$ cat src/inc/dspcs_defines.svh
// constants and address map of the vector module control/status block
`ifndef DSPCS_DEFINES_SVH
`define DSPCS_DEFINES_SVH
`define DSPCS_RAM_BASE    32'hFFFE_0000
`define DSPCS_RAM_MASK    32'hFFFF_F000
`define DSPCS_DED_BASE    32'hFFFF_8000
`define DSPCS_DED_END     32'hFFFF_8028
`define DSPCS_CSR_BASE    32'hFFFF_9000
`define DSPCS_CSR_END     32'hFFFF_9018
`define DSPCS_OFS_LPTR    12'h020
`define DSPCS_OFS_OVF     12'h024
`define DSPCS_OFS_ABORT   12'h000
`define DSPCS_OFS_EXT     12'h004
`define DSPCS_OFS_STAT    12'h008
`define DSPCS_OFS_HINT    12'h00C
`define DSPCS_OFS_HMASK   12'h010
`define DSPCS_OFS_NMI     12'h014
`define DSPCS_NMI_EXT     0
`define DSPCS_NMI_UNDEF   1
`define DSPCS_NMI_ERR     2
`define DSPCS_OVF_OVF     0
`define DSPCS_OVF_SAT     1
`define DSPCS_RESP_OKAY   2'h0
`define DSPCS_RESP_DECERR 2'h3
`define DSPCS_ZERO16      16'h0000
`endif

$ cat src/inc/dspcs_pkg.sv
// types shared by the control/status block and its sequencer
package dspcs_pkg;
  // register selected by a bus address
  typedef enum logic [3:0] {
    DSPCS_R_NONE, DSPCS_R_RAM, DSPCS_R_DED, DSPCS_R_LPTR, DSPCS_R_OVF,
    DSPCS_R_ABORT, DSPCS_R_EXT, DSPCS_R_STAT, DSPCS_R_HINT, DSPCS_R_HMASK, DSPCS_R_NMI
  } dspcs_reg_t;
  // sequencer states
  typedef enum logic [1:0] {DSPCS_S_IDLE, DSPCS_S_RUN, DSPCS_S_STALL} dspcs_state_t;
  // events from the command-list datapath
  typedef struct packed {
    logic ext_req;
    logic list_end;
    logic undef;
    logic ovf_set;
    logic sat_set;
    logic ovf_rd;
  } dspcs_cl_in_t;
  // control towards the command-list datapath
  typedef struct packed {
    logic        run;
    logic        stall;
    logic        ext_grant;
    logic        start;
    logic        abort;
    logic [15:0] start_addr;
  } dspcs_cl_out_t;
endpackage

$ cat src/rtl/dspcs_seq.sv
// command-list run/stall sequencer
`timescale 1ns/1ns
module dspcs_seq (
  input  wire logic aclk,
  input  wire logic aresetn,
  input  wire logic start,
  input  wire logic abort,
  input  wire logic hold,
  input  wire logic ext_req,
  input  wire logic list_end,
  output logic      run_ff,
  output logic      stall_ff,
  output logic      grant_ff,
  output logic      stop_ff
);
  dspcs_pkg::dspcs_state_t state_ff;
  dspcs_pkg::dspcs_state_t nxt_state;
  logic                    nxt_grant;
  logic                    nxt_stop;

  // next state; abort beats everything
  always_comb
  begin
    nxt_state = state_ff;
    case (state_ff)
      dspcs_pkg::DSPCS_S_IDLE:
        if (start && !abort) nxt_state = dspcs_pkg::DSPCS_S_RUN;
      dspcs_pkg::DSPCS_S_RUN:
        if (abort || list_end) nxt_state = dspcs_pkg::DSPCS_S_IDLE;
        else if (ext_req && hold) nxt_state = dspcs_pkg::DSPCS_S_STALL;
      dspcs_pkg::DSPCS_S_STALL:
        if (abort) nxt_state = dspcs_pkg::DSPCS_S_IDLE;
        else if (!hold) nxt_state = dspcs_pkg::DSPCS_S_RUN;
      default:
        nxt_state = dspcs_pkg::DSPCS_S_IDLE;
    endcase
    // reference only goes out when hold was seen low
    nxt_grant = (nxt_state == dspcs_pkg::DSPCS_S_RUN) && ext_req && !hold;
    // abort stops are not reported: abort clears the halt flag anyway
    nxt_stop = (state_ff == dspcs_pkg::DSPCS_S_RUN) && list_end && !abort;
  end

  // state registers
  always_ff @(posedge aclk)
  begin
    if (!aresetn)
    begin
      state_ff <= dspcs_pkg::DSPCS_S_IDLE;
      run_ff   <= 1'h0;
      stall_ff <= 1'h0;
      grant_ff <= 1'h0;
      stop_ff  <= 1'h0;
    end
    else
    begin
      state_ff <= nxt_state;
      run_ff   <= (nxt_state != dspcs_pkg::DSPCS_S_IDLE);
      stall_ff <= (nxt_state == dspcs_pkg::DSPCS_S_STALL);
      grant_ff <= nxt_grant;
      stop_ff  <= nxt_stop;
    end
  end
endmodule

$ cat src/rtl/dspcs_top.sv
// control/status register bank of the vector module on an AXI4-Lite slave
//
// Local design decisions: the AXI4-Lite slave port and the register offsets.
`timescale 1ns/1ns
`include "dspcs_defines.svh"
module dspcs_top (
  input  wire logic                     aclk,
  input  wire logic                     aresetn,
  input  wire logic [31:0]              awaddr,
  input  wire logic [2:0]               awprot,
  input  wire logic                     awvalid,
  output logic                          awready,
  input  wire logic [31:0]              wdata,
  input  wire logic [3:0]               wstrb,
  input  wire logic                     wvalid,
  output logic                          wready,
  output logic [1:0]                    bresp,
  output logic                          bvalid,
  input  wire logic                     bready,
  input  wire logic [31:0]              araddr,
  input  wire logic [2:0]               arprot,
  input  wire logic                     arvalid,
  output logic                          arready,
  output logic [31:0]                   rdata,
  output logic [1:0]                    rresp,
  output logic                          rvalid,
  input  wire logic                     rready,
  input  wire logic                     nmi_pin_n,
  input  wire dspcs_pkg::dspcs_cl_in_t  cl_in,
  output dspcs_pkg::dspcs_cl_out_t      cl_out,
  output logic                          irq_out_n,
  output logic                          nmi_req
);
  // bus state
  logic        aw_have_ff, nxt_aw_have, w_have_ff, nxt_w_have;
  logic [31:0] aw_addr_ff, nxt_aw_addr, w_data_ff, nxt_w_data;
  logic [3:0]  w_strb_ff, nxt_w_strb;
  logic        awready_ff, nxt_awready, wready_ff, nxt_wready, arready_ff, nxt_arready;
  logic        bvalid_ff, nxt_bvalid, rvalid_ff, nxt_rvalid;
  logic [1:0]  bresp_ff, nxt_bresp, rresp_ff, nxt_rresp;
  logic [31:0] rdata_ff, nxt_rdata;
  // register state
  logic        hold_ff, nxt_hold, mask_ff, nxt_mask, halt_ff, nxt_halt;
  logic [2:0]  nmi_ff, nxt_nmi;
  logic [1:0]  ovf_ff, nxt_ovf;
  logic [15:0] lptr_ff, nxt_lptr;
  logic        start_ff, nxt_start, abort_ff, irq_n_ff, nxt_irq_n, nmi_req_ff;
  logic        nmi_s1_ff, nmi_s2_ff, nmi_s3_ff;
  // decode and events
  logic        aw_hs, w_hs, ar_hs, wr_fire;
  logic [31:0] wr_addr, wr_data;
  logic [3:0]  wr_strb;
  logic [15:0] rd_val;
  logic        abort_wr, lptr_wr, busy_err, rd_hint, rd_nmi, rd_ovf, nmi_fall;
  logic        run, stall, grant, stop;
  dspcs_pkg::dspcs_reg_t w_sel, r_sel;

  // address window decode
  function automatic dspcs_pkg::dspcs_reg_t dec(input logic [31:0] a);
    logic [11:0] ofs;
    ofs = {a[11:2], 2'h0};
    dec = dspcs_pkg::DSPCS_R_NONE;
    if ((a & `DSPCS_RAM_MASK) == `DSPCS_RAM_BASE)
      dec = dspcs_pkg::DSPCS_R_RAM;
    else if (a >= `DSPCS_DED_BASE && a < `DSPCS_DED_END)
    begin
      if (ofs == `DSPCS_OFS_LPTR) dec = dspcs_pkg::DSPCS_R_LPTR;
      else if (ofs == `DSPCS_OFS_OVF) dec = dspcs_pkg::DSPCS_R_OVF;
      else dec = dspcs_pkg::DSPCS_R_DED;
    end
    else if (a >= `DSPCS_CSR_BASE && a < `DSPCS_CSR_END)
    begin
      case (ofs)
        `DSPCS_OFS_ABORT:  dec = dspcs_pkg::DSPCS_R_ABORT;
        `DSPCS_OFS_EXT:    dec = dspcs_pkg::DSPCS_R_EXT;
        `DSPCS_OFS_STAT:   dec = dspcs_pkg::DSPCS_R_STAT;
        `DSPCS_OFS_HINT:   dec = dspcs_pkg::DSPCS_R_HINT;
        `DSPCS_OFS_HMASK:  dec = dspcs_pkg::DSPCS_R_HMASK;
        default:           dec = dspcs_pkg::DSPCS_R_NMI;
      endcase
    end
  endfunction

  // access to a register that is off limits while the list runs
  function automatic logic busy_reg(input dspcs_pkg::dspcs_reg_t s);
    busy_reg = (s == dspcs_pkg::DSPCS_R_RAM) || (s == dspcs_pkg::DSPCS_R_DED) ||
               (s == dspcs_pkg::DSPCS_R_LPTR) || (s == dspcs_pkg::DSPCS_R_OVF);
  endfunction

  // handshakes and request decode
  assign aw_hs    = awvalid && awready_ff;
  assign w_hs     = wvalid && wready_ff;
  assign ar_hs    = arvalid && arready_ff;
  assign wr_fire  = (aw_have_ff || aw_hs) && (w_have_ff || w_hs) && !bvalid_ff;
  assign wr_addr  = aw_have_ff ? aw_addr_ff : awaddr;
  assign wr_data  = w_have_ff ? w_data_ff : wdata;
  assign wr_strb  = w_have_ff ? w_strb_ff : wstrb;
  assign w_sel    = dec(wr_addr);
  assign r_sel    = dec(araddr);
  // only the bus can reach the abort register
  assign abort_wr = wr_fire && (w_sel == dspcs_pkg::DSPCS_R_ABORT);
  // pointer is only loadable while idle
  assign lptr_wr  = wr_fire && (w_sel == dspcs_pkg::DSPCS_R_LPTR) && !run;
  assign busy_err = run && ((wr_fire && busy_reg(w_sel)) || (ar_hs && busy_reg(r_sel)));
  assign rd_hint  = ar_hs && (r_sel == dspcs_pkg::DSPCS_R_HINT);
  assign rd_nmi   = ar_hs && (r_sel == dspcs_pkg::DSPCS_R_NMI);
  assign rd_ovf   = ar_hs && (r_sel == dspcs_pkg::DSPCS_R_OVF) && !run;
  assign nmi_fall = nmi_s3_ff && !nmi_s2_ff;

  // read data mux; reserved and write-only bits read zero
  always_comb
  begin
    rd_val = `DSPCS_ZERO16;
    case (r_sel)
      dspcs_pkg::DSPCS_R_LPTR:   rd_val = run ? `DSPCS_ZERO16 : lptr_ff;
      dspcs_pkg::DSPCS_R_OVF:    rd_val = run ? `DSPCS_ZERO16 : {14'h0000, ovf_ff};
      dspcs_pkg::DSPCS_R_EXT:    rd_val = {15'h0000, hold_ff};
      dspcs_pkg::DSPCS_R_STAT:   rd_val = {15'h0000, run};
      dspcs_pkg::DSPCS_R_HINT:   rd_val = {15'h0000, halt_ff};
      dspcs_pkg::DSPCS_R_HMASK:  rd_val = {15'h0000, mask_ff};
      dspcs_pkg::DSPCS_R_NMI:    rd_val = {13'h0000, nmi_ff};
      default:                   rd_val = `DSPCS_ZERO16;
    endcase
  end

  // AXI4-Lite channel control; one write and one read in flight
  always_comb
  begin
    nxt_aw_have = aw_have_ff;
    nxt_aw_addr = aw_addr_ff;
    nxt_w_have  = w_have_ff;
    nxt_w_data  = w_data_ff;
    nxt_w_strb  = w_strb_ff;
    nxt_bvalid  = bvalid_ff;
    nxt_bresp   = bresp_ff;
    nxt_rvalid  = rvalid_ff;
    nxt_rdata   = rdata_ff;
    nxt_rresp   = rresp_ff;
    if (aw_hs)
    begin
      nxt_aw_have = 1'h1;
      nxt_aw_addr = awaddr;
    end
    if (w_hs)
    begin
      nxt_w_have = 1'h1;
      nxt_w_data = wdata;
      nxt_w_strb = wstrb;
    end
    if (bvalid_ff && bready) nxt_bvalid = 1'h0;
    if (wr_fire)
    begin
      nxt_aw_have = 1'h0;
      nxt_w_have  = 1'h0;
      nxt_bvalid  = 1'h1;
      nxt_bresp   = (w_sel == dspcs_pkg::DSPCS_R_NONE) ? `DSPCS_RESP_DECERR : `DSPCS_RESP_OKAY;
    end
    if (rvalid_ff && rready) nxt_rvalid = 1'h0;
    if (ar_hs)
    begin
      nxt_rvalid = 1'h1;
      nxt_rdata  = {`DSPCS_ZERO16, rd_val};
      nxt_rresp  = (r_sel == dspcs_pkg::DSPCS_R_NONE) ? `DSPCS_RESP_DECERR : `DSPCS_RESP_OKAY;
    end
    // ready drops while an answer waits, so nothing is taken twice
    nxt_awready = !nxt_aw_have && !nxt_bvalid;
    nxt_wready  = !nxt_w_have && !nxt_bvalid;
    nxt_arready = !nxt_rvalid;
  end

  // bus registers
  always_ff @(posedge aclk)
  begin
    if (!aresetn)
    begin
      aw_have_ff <= 1'h0;
      aw_addr_ff <= 32'h0000_0000;
      w_have_ff  <= 1'h0;
      w_data_ff  <= 32'h0000_0000;
      w_strb_ff  <= 4'h0;
      awready_ff <= 1'h0;
      wready_ff  <= 1'h0;
      arready_ff <= 1'h0;
      bvalid_ff  <= 1'h0;
      bresp_ff   <= `DSPCS_RESP_OKAY;
      rvalid_ff  <= 1'h0;
      rdata_ff   <= 32'h0000_0000;
      rresp_ff   <= `DSPCS_RESP_OKAY;
    end
    else
    begin
      aw_have_ff <= nxt_aw_have;
      aw_addr_ff <= nxt_aw_addr;
      w_have_ff  <= nxt_w_have;
      w_data_ff  <= nxt_w_data;
      w_strb_ff  <= nxt_w_strb;
      awready_ff <= nxt_awready;
      wready_ff  <= nxt_wready;
      arready_ff <= nxt_arready;
      bvalid_ff  <= nxt_bvalid;
      bresp_ff   <= nxt_bresp;
      rvalid_ff  <= nxt_rvalid;
      rdata_ff   <= nxt_rdata;
      rresp_ff   <= nxt_rresp;
    end
  end

  // control and status next values; a setting event wins over a read clear
  always_comb
  begin
    nxt_hold  = hold_ff;
    nxt_mask  = mask_ff;
    nxt_lptr  = lptr_ff;
    if (wr_fire && wr_strb[0] && (w_sel == dspcs_pkg::DSPCS_R_EXT)) nxt_hold = wr_data[0];
    if (wr_fire && wr_strb[0] && (w_sel == dspcs_pkg::DSPCS_R_HMASK)) nxt_mask = wr_data[0];
    if (lptr_wr && wr_strb[0]) nxt_lptr[7:0] = wr_data[7:0];
    if (lptr_wr && wr_strb[1]) nxt_lptr[15:8] = wr_data[15:8];
    nxt_halt = stop || (halt_ff && !rd_hint);
    nxt_ovf[`DSPCS_OVF_OVF] = cl_in.ovf_set || (ovf_ff[`DSPCS_OVF_OVF] && !(rd_ovf || cl_in.ovf_rd));
    nxt_ovf[`DSPCS_OVF_SAT] = cl_in.sat_set || (ovf_ff[`DSPCS_OVF_SAT] && !(rd_ovf || cl_in.ovf_rd));
    // abort is an explicit clear and overrides the datapath events
    if (abort_wr)
    begin
      nxt_hold = 1'h0;
      nxt_mask = 1'h0;
      nxt_halt = 1'h0;
      nxt_ovf  = 2'h0;
    end
    nxt_nmi[`DSPCS_NMI_ERR] = busy_err || (nmi_ff[`DSPCS_NMI_ERR] && !rd_nmi);
    nxt_nmi[`DSPCS_NMI_UNDEF] = cl_in.undef || (nmi_ff[`DSPCS_NMI_UNDEF] && !rd_nmi);
    nxt_nmi[`DSPCS_NMI_EXT] = nmi_fall || (nmi_ff[`DSPCS_NMI_EXT] && !rd_nmi);
    nxt_start = lptr_wr && !abort_wr;
    nxt_irq_n = !(nxt_halt && nxt_mask);
  end

  // control and status registers
  always_ff @(posedge aclk)
  begin
    if (!aresetn)
    begin
      hold_ff    <= 1'h0;
      mask_ff    <= 1'h0;
      halt_ff    <= 1'h0;
      ovf_ff     <= 2'h0;
      nmi_ff     <= 3'h0;
      lptr_ff    <= `DSPCS_ZERO16;
      start_ff   <= 1'h0;
      abort_ff   <= 1'h0;
      irq_n_ff   <= 1'h1;
      nmi_req_ff <= 1'h0;
    end
    else
    begin
      hold_ff    <= nxt_hold;
      mask_ff    <= nxt_mask;
      halt_ff    <= nxt_halt;
      ovf_ff     <= nxt_ovf;
      nmi_ff     <= nxt_nmi;
      lptr_ff    <= nxt_lptr;
      start_ff   <= nxt_start;
      abort_ff   <= abort_wr;
      irq_n_ff   <= nxt_irq_n;
      nmi_req_ff <= |nxt_nmi;
    end
  end

  // pin synchroniser; the edge is judged on the second and third stage only
  always_ff @(posedge aclk)
  begin
    if (!aresetn)
    begin
      nmi_s1_ff <= 1'h1;
      nmi_s2_ff <= 1'h1;
      nmi_s3_ff <= 1'h1;
    end
    else
    begin
      nmi_s1_ff <= nmi_pin_n;
      nmi_s2_ff <= nmi_s1_ff;
      nmi_s3_ff <= nmi_s2_ff;
    end
  end

  // run state lives in the sequencer; start and abort reach it combinationally
  dspcs_seq u_seq (
    .aclk     (aclk),
    .aresetn  (aresetn),
    .start    (lptr_wr),
    .abort    (abort_wr),
    .hold     (hold_ff),
    .ext_req  (cl_in.ext_req),
    .list_end (cl_in.list_end),
    .run_ff   (run),
    .stall_ff (stall),
    .grant_ff (grant),
    .stop_ff  (stop)
  );

  assign awready   = awready_ff;
  assign wready    = wready_ff;
  assign bvalid    = bvalid_ff;
  assign bresp     = bresp_ff;
  assign arready   = arready_ff;
  assign rvalid    = rvalid_ff;
  assign rdata     = rdata_ff;
  assign rresp     = rresp_ff;
  assign irq_out_n = irq_n_ff;
  assign nmi_req   = nmi_req_ff;
  assign cl_out    = '{run: run, stall: stall, ext_grant: grant, start: start_ff,
                       abort: abort_ff, start_addr: lptr_ff};
endmodule

$ cat config.mk
export PLATFORM = sky130hd
export DESIGN_NAME = dspcs_top
export DESIGN_NICKNAME = d
export VERILOG_FILES = /design/src/inc/dspcs_pkg.sv /design/src/rtl/dspcs_seq.sv /design/src/rtl/dspcs_top.sv
export VERILOG_INCLUDE_DIRS = /design/src /design/src/inc
export SDC_FILE = /design/constraint.sdc
export NUM_CORES = 1
export LEC_CHECK = 0
export BUFFER_PORTS_ARGS = -buffer_cell sky130_fd_sc_hd__buf_2
export CAP_MARGIN = 5
export CORE_UTILIZATION = 54
export DETAILED_ROUTE_END_ITERATION = 8
export PLACE_DENSITY = 0.91
export SLEW_MARGIN = 20
export SYNTH_ARGS = -nofsm -noshare
export SYNTH_HDL_FRONTEND = slang
export SYNTH_SLANG_ARGS = --single-unit
export TNS_END_PERCENT = 5
$ cat constraint.sdc
create_clock -name aclk -period 5.15 [get_ports aclk]
set_input_delay 1.03 -clock aclk [delete_from_list [all_inputs] [get_ports aclk]]
set_output_delay 1.03 -clock aclk [all_outputs]
set_load 0.005 [all_outputs]
==> impl_metrics.env <==
export IMPL_status="completed"
export IMPL_met1_usage=0.314
export IMPL_instances_no_fill=892
export IMPL_synth_edff_count=0
export IMPL_critical_path_class="reg -> reg"
export IMPL_arrival_ns=3.54
export IMPL_h_tree_depth=3
export IMPL_cp_required_ns=5.39
export IMPL_tns_ns=0
export IMPL_grt_overflow=0
export IMPL_seqPwrFrac=0.552
export IMPL_total_power_uw=1650
export IMPL_die_height_um=102
export IMPL_grt_pass1_vias=4748
export IMPL_vias=5140
export IMPL_slew_viol_final=0
export IMPL_clk_transition_reported_paths_ns=0.11
export IMPL_routed_wl_um=13700
export IMPL_drive_gt1_frac=0.273
export IMPL_power_frac_clock=0.330
export IMPL_use_met3=0.0499
export IMPL_multi_input_area_um2=2900
export IMPL_cp_start_kind="flip-flop"
export IMPL_wl_per_cell_um=15.3
export IMPL_antenna_found_initial=0
export IMPL_finalCriticalPeriod_ns=3.30
export IMPL_diodes=0
export IMPL_slew_headroom=0.265
export IMPL_leakage_uw=0.00243
export IMPL_grt_max_degree=87
export IMPL_cts_buffers=9
export IMPL_netlist_area_um2=5390
export IMPL_intPower_uw=1160
export IMPL_dp_hpwl_um=9920
export IMPL_path_buf_inv=0
export IMPL_groute_usage_overall=0.265
export IMPL_dieArea_um2=10400
export IMPL_clock_skew_final_ns=0.0200
export IMPL_netlist_instances=648
export IMPL_clkSinkCount=110
export IMPL_synthArstFlopShare=0
export IMPL_ys_flop_type="dfxtp_1"
export IMPL_cts_tree="built"
export IMPL_io_pins=184
export IMPL_worstSetupEndpoint="lptr_ff[13]"
export IMPL_root_buffer="clkbuf_8"
export IMPL_port_buffers=139
export IMPL_rows=36
export IMPL_reg2reg_from="aw_have_ff"
export IMPL_ir_drop_mv=0.212
export IMPL_max_freq_mhz=303
export IMPL_switching_power_uw=488
export IMPL_top_usage_layer="met2"
export IMPL_fillers=819
export IMPL_synth_area_leaders="dfxtp_1 41%, a21oi_1 8.3%, nand2_1 7.9%"
export IMPL_drc=0
export IMPL_synthToLayoutAreaGrowth_pct=15.2
export IMPL_clockBufferDepth=2
export IMPL_critPathLaunch="aw_have_ff"
export IMPL_slowest_delay_ns=1.07
export IMPL_ys_warnings_count=0
export IMPL_worst_pin_slew_ns=1.10
export IMPL_detail_route_first_pass_iterations=6
export IMPL_reg2regPathDepth=7
export IMPL_path_delay_family="compound AO/OA/AOI/OAI gates"
export IMPL_finalHoldViolations=0
export IMPL_nets=874
export IMPL_post_dp_cell_area_um2=5990
export IMPL_drtIter0Drc=321
export IMPL_regToRegSetupSlack_ns=1.85
export IMPL_synth_distinct_cells=73
export IMPL_ant_nets=0
export IMPL_synth_top_area_share=0.408
export IMPL_hold_class="reg -> reg"
export IMPL_ys_ff_latch=110
export IMPL_endpoint_kind="flip-flop"
export IMPL_cts_hold_buffers=0
export IMPL_cp_num_cells=7
export IMPL_ctsResizeCount=0
export IMPL_ys_seq_area_frac=0.408
export IMPL_final_cell_area_um2=6210
export IMPL_rr_endpoint="lptr_ff[13]"
export IMPL_clock_latency_ns=0.40
export IMPL_slowest_stage="dfxtp_1"
export IMPL_cap_violations=0
export IMPL_fin_crit_sh=0.640
export IMPL_grt_pass1_wl_um=21700
export IMPL_final_setup_viol_count=0
export IMPL_regArea_um2=2200
export IMPL_yosysTopAreaCell="dfxtp_1"
export IMPL_rsz0062_at_grt="no"
export IMPL_switching_share=0.296
export IMPL_syn_avg_cell_area_um2=8.32
export IMPL_grtUsageMet2=0.475
export IMPL_die_w_um=102
export IMPL_core_um2=9730
export IMPL_worstPathCellList="and4bb_4 -> o21ai_2 -> a21oi_2 -> o211a_4 -> o211ai_1 -> or3_1 -> a21oi_1"
export IMPL_vias_per_cell=5.76
export IMPL_post_cts_setup_buffers=0
export IMPL_cp_max_fo=27
export IMPL_combPwrFrac=0.119
export IMPL_start_util=0.554
export IMPL_gp_congestion=0.904
export IMPL_cellPowerDensity_nw_per_um2=265
export IMPL_placed_cells=876
-- cell type report --
class,instances,area share
tap,133,0.0268
clock inverter,7,0.0151
sequential,110,0.354
inverter,7,0.00423
timing repair buffer,140,0.113
multi-input combinational,486,0.466
clock buffer,9,0.0199
-- cell usage after synthesis, drive strengths merged, types with 4 or more instances --
cell,instances
inv,7
o21ai,27
buf,36
mux2i,13
nor3,19
nand2b,5
or3,12
nand3,16
a22oi,16
dfxtp,110
nor2,41
nor3b,7
nand4,16
a31oi,4
a211oi,4
nand2,114
clkbuf,24
o211ai,8
nor4,8
mux2,11
a21oi,92
and2,6
-- power by group through the flow --
stage / registers (uW) / logic (uW) / clock network, uW
final: 909 / 195 / 544
after detailed placement: 927 / 192 / 0
after global placement: 924 / 182 / 0
after global routing: 913 / 218 / 581
after floorplan: 913 / 142 / 0
after CTS: 908 / 194 / 546
-- cell usage in the layout (no fill, tap or decap), types with 4 or more instances in the layout --
cell,count
and2_1,6
mux2i_1,12
nor2_1,40
dfxtp_1,110
inv_1,6
clkinv_8,4
nand2b_1,5
o21ai_0,22
mux2_2,11
o211ai_1,7
nor4_1,4
nand3_1,16
clkbuf_8,9
nor3b_1,5
or3_1,10
a21oi_1,89
conb_1,16
buf_2,139
nand4_1,16
nor3_2,4
a31oi_1,4
nor3_1,15
a22oi_1,16
nand2_1,113
-- per-layer routing --
metal / vias up / part of all wire
met4: 0 / 0.017
met3: 22 / 0.066
li1: 2500 / -
met1: 2409 / 0.41
met2: 209 / 0.50
met5: - / 0
-- metrics by stage --
step            util  hold slack (ns)  setup slack [ns]
2_1_floorplan      -            0.386              2.25
3_3_place_gp   0.615            0.397              1.73
3_5_place_dp   0.615            0.410              1.65
4_1_cts        0.638            0.437              1.90
5_1_grt        0.639            0.464              1.58
6_report       0.639            0.427              1.85
-- worst register-to-register path: stages, from the launching register on --
cell and delay (ns):
dfxtp_1 1.07, and4bb_4 0.37, o21ai_2 0.25, a21oi_2 0.10
o211a_4 0.30, o211ai_1 0.78, or3_1 0.22, a21oi_1 0.07
-- logic make-up (layout without fill, tap and decap cells) --
| family | Yosys count | count (layout) | share of synthesized area |
|---|---|---|---|
| and+or+nand+nor | 268 | 268 | 0.259 |
| buffers and inverters | 67 | 163 | 0.0668 |
| other | 1 | 16 | 0.000695 |
| DFF | 110 | 110 | 0.408 |
| AOI/OAI and AO/OA | 178 | 178 | 0.216 |
| muxes | 24 | 24 | 0.0494 |
-- flip-flops by register name, indices dropped and copies added (netlist names), 2 cells and up --
| name | count |
|---|---|
| rdata | 16 |
| lptr_ff | 16 |
| w_strb_ff | 2 |
| nmi_ff | 3 |
| aw_addr_ff | 30 |
| u_seq.state_ff | 2 |
| ovf_ff | 2 |
| w_data_ff | 16 |
-- how the worst min path moves through the flow --
stage / start / endpoint / slack (ns) / cells after the start
3_5_place_dp: nmi_s1_ff / nmi_s2_ff / 0.41 / 1
6_report: nmi_s1_ff / nmi_s2_ff / 0.43 / 1
4_1_cts: nmi_s1_ff / nmi_s2_ff / 0.44 / 1
3_3_place_gp: nmi_s1_ff / nmi_s2_ff / 0.40 / 1
5_1_grt: nmi_s1_ff / nmi_s2_ff / 0.46 / 1
2_1_floorplan: nmi_s1_ff / nmi_s2_ff / 0.39 / 1
Power figures use the tool's default switching activity.
